--- config.mk ---
export PLATFORM = sky130hd
export DESIGN_NAME = core_mode_stack_registers
export DESIGN_NICKNAME = d
export VERILOG_FILES = /design/src/rtl/core_mode_stack_registers.v /design/src/rtl/stack_select.v
export VERILOG_INCLUDE_DIRS = /design/src /design/src/rtl
export SDC_FILE = /design/constraint.sdc
export NUM_CORES = 1
export LEC_CHECK = 0
export ABC_AREA = 1
export BUFFER_PORTS_ARGS = -buffer_cell sky130_fd_sc_hd__buf_2
export CAP_MARGIN = 40
export CORE_AREA = 10 10 304 306
export DETAILED_ROUTE_END_ITERATION = 10
export DIE_AREA = 0 0 314 316
export HOLD_SLACK_MARGIN = 0.08
export PLACE_DENSITY = 0.64
export SLEW_MARGIN = 20
export SYNTH_ARGS = -nofsm -noshare
export SYNTH_HDL_FRONTEND = slang
export SYNTH_SLANG_ARGS = --single-unit
--- constraint.sdc ---
create_clock -name clk_sys -period 5.5 [get_ports clk_sys]
set_input_delay 1.1 -clock clk_sys [delete_from_list [all_inputs] [get_ports clk_sys]]
set_output_delay 1.1 -clock clk_sys [all_outputs]
set_load 0.01 [all_outputs]
--- src/rtl/core_state_defines.vh ---
`ifndef CORE_STATE_DEFINES_VH
`define CORE_STATE_DEFINES_VH

// register selector codes on the register access port
`define SEL_GP_LAST      5'h0C
`define SEL_STACK_PTR    5'h0D
`define SEL_RETURN_LINK  5'h0E
`define SEL_INSTR_PTR    5'h0F
`define SEL_STATUS_ALL   5'h10
`define SEL_FLAGS        5'h11
`define SEL_EXC_NUM      5'h12
`define SEL_EXEC_STATE   5'h13
`define SEL_EXC_MASK     5'h14
`define SEL_CONTROL      5'h15
`define SEL_MAIN_SP      5'h16
`define SEL_PROC_SP      5'h17

// field positions
`define FLAGS_HI         31
`define FLAGS_LO         28
`define EXC_NUM_HI       5
`define EXC_NUM_LO       0
`define EXEC_STATE_BIT   24
`define CTRL_STACK_BIT   1
`define MASK_BIT         0

// reset fetch addresses and reset values
`define ADDR_STACK_INIT  32'h00000000
`define ADDR_RESET_VEC   32'h00000004
`define EXC_NUM_RESET    6'h00
`define ZERO_WORD        32'h00000000
`define STACK_STEP       32'h00000004
`define STACK_FRAME_LEN  3'h7
`define EXC_RETURN_VAL   32'hFFFFFFF9
`define EXC_RETURN_PSP   32'hFFFFFFFD

`endif

--- src/rtl/core_mode_stack_registers.v ---
`timescale 1ns/1ns
`include "core_state_defines.vh"

// Functional notes
// - after reset the core starts in application mode.
// - handlers run in handler mode; return only when none outstanding.
// - active stack pointer always addresses the last pushed item.
// - each push stores at the pointer minus four first, then moves the pointer there.
// - separate main and process stack pointers, updated independently.
// - handler mode always uses the main stack pointer.
// - application mode picks the stack pointer by a control bit.
// - control bit 1 zero selects main stack, one process; resets zero.
// - thirteen 32-bit general registers, read/write, undefined after reset.
// - exception entry pushes the caller context in hardware.
// - a multi-word transfer hit by an exception restarts from first word.
// - reset loads main stack pointer from the word at address zero.
// - reset loads instruction pointer from address four, bit 0 to state.
module core_mode_stack_registers
(
  input  wire        clk_sys,
  input  wire        reset,
  // register access port
  input  wire [4:0]  reg_sel,
  input  wire        reg_wr,
  input  wire [31:0] reg_wdata,
  output reg  [31:0] reg_rdata,
  // execution unit requests
  input  wire        push_req,
  input  wire [31:0] push_data,
  input  wire        flags_wr,
  input  wire [3:0]  flags_in,
  input  wire        pc_wr,
  input  wire [31:0] pc_in,
  input  wire        multi_busy,
  input  wire [31:0] multi_start_pc,
  input  wire        exc_req,
  input  wire [5:0]  exc_num,
  input  wire [31:0] exc_vector,
  input  wire        exc_return,
  input  wire        exc_pending,
  output wire        busy,
  output wire        exc_taken,
  // system bus
  output reg  [31:0] mem_addr,
  output reg  [31:0] mem_wdata,
  output reg         mem_req,
  output reg         mem_write,
  input  wire [31:0] mem_rdata,
  input  wire        mem_ready,
  // visible mode
  output wire        handler_mode,
  output wire        stack_is_proc,
  output wire        exceptions_masked
);
  localparam ST_FETCH_SP = 3'h0;
  localparam ST_FETCH_PC = 3'h1;
  localparam ST_RUN      = 3'h2;
  localparam ST_PUSH     = 3'h3;
  localparam ST_STACK    = 3'h4;

  reg  [31:0] gp_r [0:12];
  reg  [31:0] main_sp_r;
  reg  [31:0] proc_sp_r;
  reg  [31:0] link_r;
  reg  [31:0] pc_r;
  reg  [3:0]  flags_r;
  reg  [5:0]  exc_num_r;
  reg         exec_state_r;
  reg         mask_r;
  reg         ctrl_sel_r;
  reg  [2:0]  state_r;
  reg  [2:0]  frame_idx_r;
  reg  [31:0] frame_word;
  wire [31:0] active_sp;
  wire        use_proc;
  wire [31:0] sp_dec;
  wire [31:0] status_all;
  wire [2:0]  frame_nxt_idx;
  wire        mem_done;
  wire        gp_sel;

  stack_select u_sel
  (
    .handler_mode   (handler_mode),
    .ctrl_stack_sel (ctrl_sel_r),
    .main_sp        (main_sp_r),
    .proc_sp        (proc_sp_r),
    .use_proc       (use_proc),
    .active_sp      (active_sp)
  );

  assign handler_mode      = (exc_num_r != `EXC_NUM_RESET);
  assign stack_is_proc     = use_proc;
  assign exceptions_masked = mask_r;
  assign sp_dec            = active_sp - `STACK_STEP;
  assign mem_done          = mem_req & mem_ready;
  assign busy              = (state_r != ST_RUN);
  assign exc_taken         = (state_r == ST_STACK) & mem_done
                             & (frame_idx_r == `STACK_FRAME_LEN);
  assign gp_sel            = (reg_sel <= `SEL_GP_LAST);
  assign status_all        = {flags_r, 3'h0, exec_state_r, 18'h00000,
                              exc_num_r};
  assign frame_nxt_idx     = frame_idx_r + 3'h1;

  // hardware frame order: r0..r3, r12, link, return pc, status (top first)
  // the word for the next slot is staged as each word completes, so a
  // zero-wait memory never takes stale write data
  always @*
  begin
    frame_word = status_all;
    case (frame_nxt_idx)
      3'h0: frame_word = status_all;
      3'h1: frame_word = pc_r;
      3'h2: frame_word = link_r;
      3'h3: frame_word = gp_r[12];
      3'h4: frame_word = gp_r[3];
      3'h5: frame_word = gp_r[2];
      3'h6: frame_word = gp_r[1];
      default: frame_word = gp_r[0];
    endcase
  end

  // read path; execution state reads as zero on its own view
  always @*
  begin
    reg_rdata = `ZERO_WORD;
    if (gp_sel)
      reg_rdata = gp_r[reg_sel[3:0]];
    else if (reg_sel == `SEL_STACK_PTR)
      reg_rdata = active_sp;
    else if (reg_sel == `SEL_RETURN_LINK)
      reg_rdata = link_r;
    else if (reg_sel == `SEL_INSTR_PTR)
      reg_rdata = pc_r;
    else if (reg_sel == `SEL_STATUS_ALL)
      reg_rdata = {flags_r, 22'h000000, exc_num_r};
    else if (reg_sel == `SEL_FLAGS)
      reg_rdata = {flags_r, 28'h0000000};
    else if (reg_sel == `SEL_EXC_NUM)
      reg_rdata = {26'h0000000, exc_num_r};
    else if (reg_sel == `SEL_EXC_MASK)
      reg_rdata = {31'h00000000, mask_r};
    else if (reg_sel == `SEL_CONTROL)
      reg_rdata = {30'h00000000, ctrl_sel_r, 1'b0};
    else if (reg_sel == `SEL_MAIN_SP)
      reg_rdata = main_sp_r;
    else if (reg_sel == `SEL_PROC_SP)
      reg_rdata = proc_sp_r;
  end

  // general registers: no reset, contents undefined until written
  always @(posedge clk_sys)
  begin
    if (reg_wr && gp_sel && !busy)
      gp_r[reg_sel[3:0]] <= reg_wdata;
  end

  always @(posedge clk_sys)
  begin
    if (reset)
    begin
      state_r     <= ST_FETCH_SP;
      exc_num_r   <= `EXC_NUM_RESET;
      mask_r      <= 1'b0;
      ctrl_sel_r  <= 1'b0;
      exec_state_r <= 1'b0;
      flags_r     <= 4'h0;
      frame_idx_r <= 3'h0;
      mem_req     <= 1'b1;
      mem_write   <= 1'b0;
      mem_addr    <= `ADDR_STACK_INIT;
      mem_wdata   <= `ZERO_WORD;
      main_sp_r   <= `ZERO_WORD;
      proc_sp_r   <= `ZERO_WORD;
      link_r      <= `ZERO_WORD;
      pc_r        <= `ZERO_WORD;
    end
    else
    begin
      case (state_r)
        ST_FETCH_SP:
          if (mem_done)
          begin
            main_sp_r <= mem_rdata;
            mem_addr  <= `ADDR_RESET_VEC;
            state_r   <= ST_FETCH_PC;
          end
        ST_FETCH_PC:
          if (mem_done)
          begin
            pc_r    <= {mem_rdata[31:1], 1'b0};
            exec_state_r <= mem_rdata[0];
            mem_req <= 1'b0;
            state_r <= ST_RUN;
          end
        ST_RUN:
        begin
          if (exc_req && !mask_r)
          begin
            // abandoned transfer resumes at its first word later
            if (multi_busy)
              pc_r <= multi_start_pc;
            frame_idx_r <= 3'h0;
            mem_req     <= 1'b1;
            mem_write   <= 1'b1;
            mem_addr    <= sp_dec;
            mem_wdata   <= status_all;
            state_r     <= ST_STACK;
          end
          else if (push_req)
          begin
            mem_req   <= 1'b1;
            mem_write <= 1'b1;
            mem_addr  <= sp_dec;
            mem_wdata <= push_data;
            state_r   <= ST_PUSH;
          end
          else if (exc_return && handler_mode && !exc_pending)
          begin
            exc_num_r <= `EXC_NUM_RESET;
            ctrl_sel_r <= (link_r == `EXC_RETURN_PSP);
          end
          else
          begin
            if (flags_wr)
              flags_r <= flags_in;
            if (pc_wr)
              pc_r <= pc_in;
            if (reg_wr)
            begin
              // stack pointer writes land in the selected bank only
              if (reg_sel == `SEL_STACK_PTR && use_proc)
                proc_sp_r <= reg_wdata;
              else if (reg_sel == `SEL_STACK_PTR)
                main_sp_r <= reg_wdata;
              else if (reg_sel == `SEL_MAIN_SP)
                main_sp_r <= reg_wdata;
              else if (reg_sel == `SEL_PROC_SP)
                proc_sp_r <= reg_wdata;
              else if (reg_sel == `SEL_RETURN_LINK)
                link_r <= reg_wdata;
              else if (reg_sel == `SEL_INSTR_PTR)
                pc_r <= reg_wdata;
              else if (reg_sel == `SEL_FLAGS ||
                       reg_sel == `SEL_STATUS_ALL)
                flags_r <= reg_wdata[`FLAGS_HI:`FLAGS_LO];
              else if (reg_sel == `SEL_EXC_MASK)
                mask_r <= reg_wdata[`MASK_BIT];
              else if (reg_sel == `SEL_CONTROL && !handler_mode)
                ctrl_sel_r <= reg_wdata[`CTRL_STACK_BIT];
            end
          end
        end
        ST_PUSH:
          if (mem_done)
          begin
            if (use_proc)
              proc_sp_r <= mem_addr;
            else
              main_sp_r <= mem_addr;
            mem_req   <= 1'b0;
            mem_write <= 1'b0;
            state_r   <= ST_RUN;
          end
        ST_STACK:
        begin
          if (mem_done)
          begin
            mem_wdata   <= frame_word;
            if (use_proc)
              proc_sp_r <= mem_addr;
            else
              main_sp_r <= mem_addr;
            mem_addr    <= mem_addr - `STACK_STEP;
            frame_idx_r <= frame_idx_r + 3'h1;
            if (frame_idx_r == `STACK_FRAME_LEN)
            begin
              link_r    <= use_proc ? `EXC_RETURN_PSP : `EXC_RETURN_VAL;
              exc_num_r <= exc_num;
              pc_r      <= {exc_vector[31:1], 1'b0};
              exec_state_r <= exc_vector[0];
              mem_req   <= 1'b0;
              mem_write <= 1'b0;
              state_r   <= ST_RUN;
            end
          end
        end
        default:
          state_r <= ST_RUN;
      endcase
    end
  end
endmodule

--- src/rtl/stack_select.v ---
`timescale 1ns/1ns
`include "core_state_defines.vh"

// picks the active stack pointer bank; handler mode forces the main stack
module stack_select
(
  input  wire        handler_mode,
  input  wire        ctrl_stack_sel,
  input  wire [31:0] main_sp,
  input  wire [31:0] proc_sp,
  output wire        use_proc,
  output wire [31:0] active_sp
);
  assign use_proc  = ~handler_mode & ctrl_stack_sel;
  assign active_sp = use_proc ? proc_sp : main_sp;
endmodule

==> metrics.md <==
| Metric | Value |
|---|---|
| Outcome | `finished, final reports clean` |
| Data arrival at the endpoint of the critical path | `4040 ps` |
| Setup total negative slack | `0 ps` |
| Number of endpoints failing setup at the final stage | `0` |
| Number of flops mapped to enable cells by yosys | `512` |
| H-tree level count | `3` |
| Sort of element at the start of the critical path | `input port` |
| Simple-gate area share of the yosys netlist | `16.04%` |
| Critical Path, Cell by Cell | `buf_2, inv_4, nor2_4, buf_4, a22oi_1, nand3_1, a221o_1, o21ai_0, o211ai_1, buf_2` |
| Post-synthesis mux area share | `0.2042%` |
| Classification of the worst setup path | `in2out` |
| Die area | `99220 um^2` |
| Switching fraction of total power | `36.44%` |
| Ratio of final minimum period to clock period | `93.48%` |
| Achievable clock frequency | `194.5 MHz` |
| Clock transition time at the flip-flop clock pins of the worst setup and hold paths | `60 ps` |
| Proportion of register bits with asynchronous set or reset after synthesis | `0%` |
| Req. time, crit path | `4400 ps` |
| Post-layout total power | `17.59 mW` |
| Number of nets at the end of the flow | `4164` |
| Share of synthesized area occupied by flip-flops and latches | `57.25%` |
| CP Depth | `10` |
| Count of distinct cell types in the synthesized netlist | `59` |
| Sequential power share | `39.8%` |
| Worst vdd rail ir drop | `0.2580 mV` |
| Global routing usage summed across all routing layers | `27.93%` |
| Global-route wire length before repair | `206.8 mm` |
| FF-to-FF setup slack | `1590 ps` |
| Drt first pass iters | `6` |
| Bufs on Longest Clock Path | `3` |
| Global-route congestion overflow total | `0` |
| Number of nets with antenna violations after detailed routing | `0` |
| Commonest register cell after synthesis | `edfxtp_1` |
| Number of synthesized register bits | `725` |
| Area of the mapped netlist | `34310 um^2` |
| Final-report hold violation count | `0` |
| Slowest cell on the critical path | `o21ai_0` |
| Int Power | `11.18 mW` |
| Switch Pwr | `6.407 mW` |
| CP endpoint kind | `primary output` |
| RSZ-0062 raised after global routing | `false` |
| Critical path fanouts, max | `22` |
| Port-buffer cells | `320` |
| Most frequent cells in the layout | `651 x nand2_1, 512 x edfxtp_1, 319 x buf_2` |
| Power share of the combinational group | `27.8%` |
| Launch instance of the worst min-delay path | `pc_r[20]` |
| Count of unresolved DRC violations after routing | `0` |
| Vias in the first global route | `29160` |
| CTS Hold Bufs | `0` |
| Clock group share of total power | `32.4%` |
| Yosys warnings | `0` |
| Standby leakage power | `15.08 nW` |
| Area inside the core boundary | `86210 um^2` |
| Placer's final routability congestion estimate | `1.009` |
| Power per cell area | `432.8 nW/um^2` |
| Clock insertion delay at the later pin of the skew report | `670 ps` |
| Number of max-capacitance violations reported | `0` |
| Number of instances on the worst hold path | `2` |
| Number of buffers inserted during clock tree synthesis | `80` |
| Total setup buffers inserted after CTS | `0` |
| Worst R2R Path Depth | `14` |
| Worst slew pin tran | `1009 ps` |
| Capturing point of the worst reg2reg path | `pc_r[12]` |
| Max-slew violation count | `0` |
| Rel. slew slack | `32.71%` |
| Post-cts resize count | `0` |
| Tightest Hold Check Type | `reg2reg` |
| Crit path largest cell delay | `680 ps` |
| Layout overhead on the synthesized area | `18.44%` |
| Post-Synth Adder-Cell Area | `0.2553%` |
| Count of standard-cell rows | `108` |
| Fraction of layout instances using a drive strength above 1 | `16.65%` |
| CTS tree | `done` |
| Complex-gate fraction of the synthesized area | `19.79%` |
| Most common cell after layout, fill and taps aside | `nand2_1` |
| Dominant combinational cell family by area after synthesis | `compound AO/OA/AOI/OAI gates` |
| Buffers plus inverters on the worst setup path | `4` |
| Die X-Extent | `314 um` |
| Number of top-level design ports | `321` |
| Routed length per placed instance | `27.93 um` |
| Chip height | `316 um` |
| Pin count of the biggest net entering global routing | `74` |
| Pre-CTS worst setup slack | `556.5 ps` |
| Starting density of the core | `39.79%` |
| Iteration-0 DRC Markers | `4645` |
| Area share of xor/xnor cells in the synthesized design | `0.1277%` |
| Max Clock Skew | `33.26 ps` |
| Vias per cell | `6.049` |
| Gate count of the mapped netlist | `3580` |
| Clk Tree Root Cell | `clkbuf_16` |
| Crit-path leading delay family | `compound AO/OA/AOI/OAI gates` |
| Reg2reg start | `state_r[0]` |
| Hold Path Sink | `pc_r[20]` |
| Cell with the most instances on the worst path | `buf_2` |
| Least setup slack across all paths after layout | `358.4 ps` |
| Number of sinks on the clock net | `725` |
| Antenna violations before repair | `16` |
| Vias | `31250` |
| Tmin final | `5142 ps` |
| Detailed-route wire length | `144.2 mm` |
| Synthesized area per cell | `9.583 um^2` |
| HPWL reported at the end of detailed placement | `101.4 mm` |
## worst min-delay path, cell delays in order, from the launching register on
cell     delay, ps
dfxtp_1        310
nand2_1         60
a21oi_1         50
## how the worst max path moves through the flow
| stage | from | end | slack (ps) |
|---|---|---|---|
| floorplan | reg_sel[0] | gp_r[10][0] | 620 |
| global placement | reg_sel[0] | reg_rdata[3] | 580 |
| CTS | reg_sel[0] | reg_rdata[3] | 550 |
| global route | reg_sel[3] | reg_rdata[31] | 430 |
| finish | reg_sel[0] | reg_rdata[19] | 360 |
| detailed placement | reg_sel[0] | reg_rdata[3] | 560 |
## metal layers
metal  routed length (um)  up-vias  GRT usage [%]
li1                     -    13720              -
met1                56500    15050          36.86
met2                63710     2090          42.71
met3                16360      370          6.568
met4                 7595       12          13.97
met5                   71        -              0
## cell families after synthesis
group / after synthesis
simple gates: 1240
compound gates: 1058
flops: 725
buf+inv: 537
fa+ha+maj: 7
mux: 7
xor+xnor: 5
other cells: 1
## power by group through the flow
stage | Clock (mW) | Combinational, mW | Sequential, mW
after global routing | 5.94 | 5.21 | 7.03
final | 5.70 | 4.89 | 6.99
after global placement | 0 | 4.61 | 7.05
after floorplan | 0 | 2.94 | 6.93
after CTS | 5.72 | 4.73 | 6.95
after detailed placement | 0 | 4.71 | 7.06
## final cells by class
cell class	count	area (um^2)
antenna	4	10.01
clock buffer	98	2100
clock inverter	51	644.4
fill	8131	45580
inverter	283	1077
multi-input combinational	2413	12990
sequential	725	19640
tap	1155	1445
timing repair buffer	436	2730
## registers in the layout (all words and copies together) (netlist names)
register / cells
ctrl_sel_r: 1
exc_num_r: 6
exceptions_masked: 1
exec_state_r: 1
flags_r: 4
frame_idx_r: 3
gp_r: 512
link_r: 32
main_sp_r: 32
mem_addr: 32
mem_req: 1
mem_wdata: 32
mem_write: 1
pc_r: 32
proc_sp_r: 32
state_r: 3
## per-stage QoR
stage | util, % | instance area (um^2) | std cells | hold slack [ps]
final | 47.13 | 40630 | 5165 | 465.5
after global routing | 47.12 | 40630 | 5162 | 483.8
after CTS | 47.07 | 40580 | 5158 | 463.5
after detailed placement | 43.88 | 37830 | 5009 | 455.1
after global placement | 43.70 | 37670 | 5000 | 449.9
after floorplan | - | 34660 | 3675 | 438.8
## synthesized netlist by cell type, drive strengths merged, types with 2 or more instances
| cell | number | area share, % |
|---|---|---|
| nand3 | 286 | 4.2 |
| o211ai | 113 | 2.5 |
| o221ai | 63 | 1.6 |
| o22ai | 29 | 0.53 |
| o31ai | 9 | 0.20 |
| clkbuf | 179 | 2.0 |
| buf | 75 | 1.2 |
| nand3b | 6 | 0.13 |
| a22oi | 133 | 2.9 |
| nor4 | 8 | 0.15 |
| mux2i | 7 | 0.20 |
| nand4 | 27 | 0.51 |
| xor2 | 3 | 0.077 |
| nor3 | 46 | 0.70 |
| dfxtp | 213 | 12 |
| ha | 7 | 0.26 |
| a31oi | 114 | 2.1 |
| a32o | 2 | 0.058 |
| edfxtp | 512 | 45 |
| a21oi | 228 | 3.3 |
| a22o | 15 | 0.38 |
| o41ai | 7 | 0.18 |
| or2 | 28 | 0.51 |
| xnor2 | 2 | 0.051 |
| nand2 | 673 | 7.5 |
| a211oi | 18 | 0.41 |
| inv | 280 | 3.1 |
| nor4b | 2 | 0.051 |
| nor2 | 163 | 2.2 |
| a41oi | 3 | 0.077 |
| a221oi | 34 | 0.87 |
| o21ai | 254 | 3.7 |
| a2111oi | 3 | 0.13 |
| clkinv | 3 | 0.033 |
| o2111ai | 31 | 0.79 |
No activity file was read; power rests on OpenSTA's default activity.
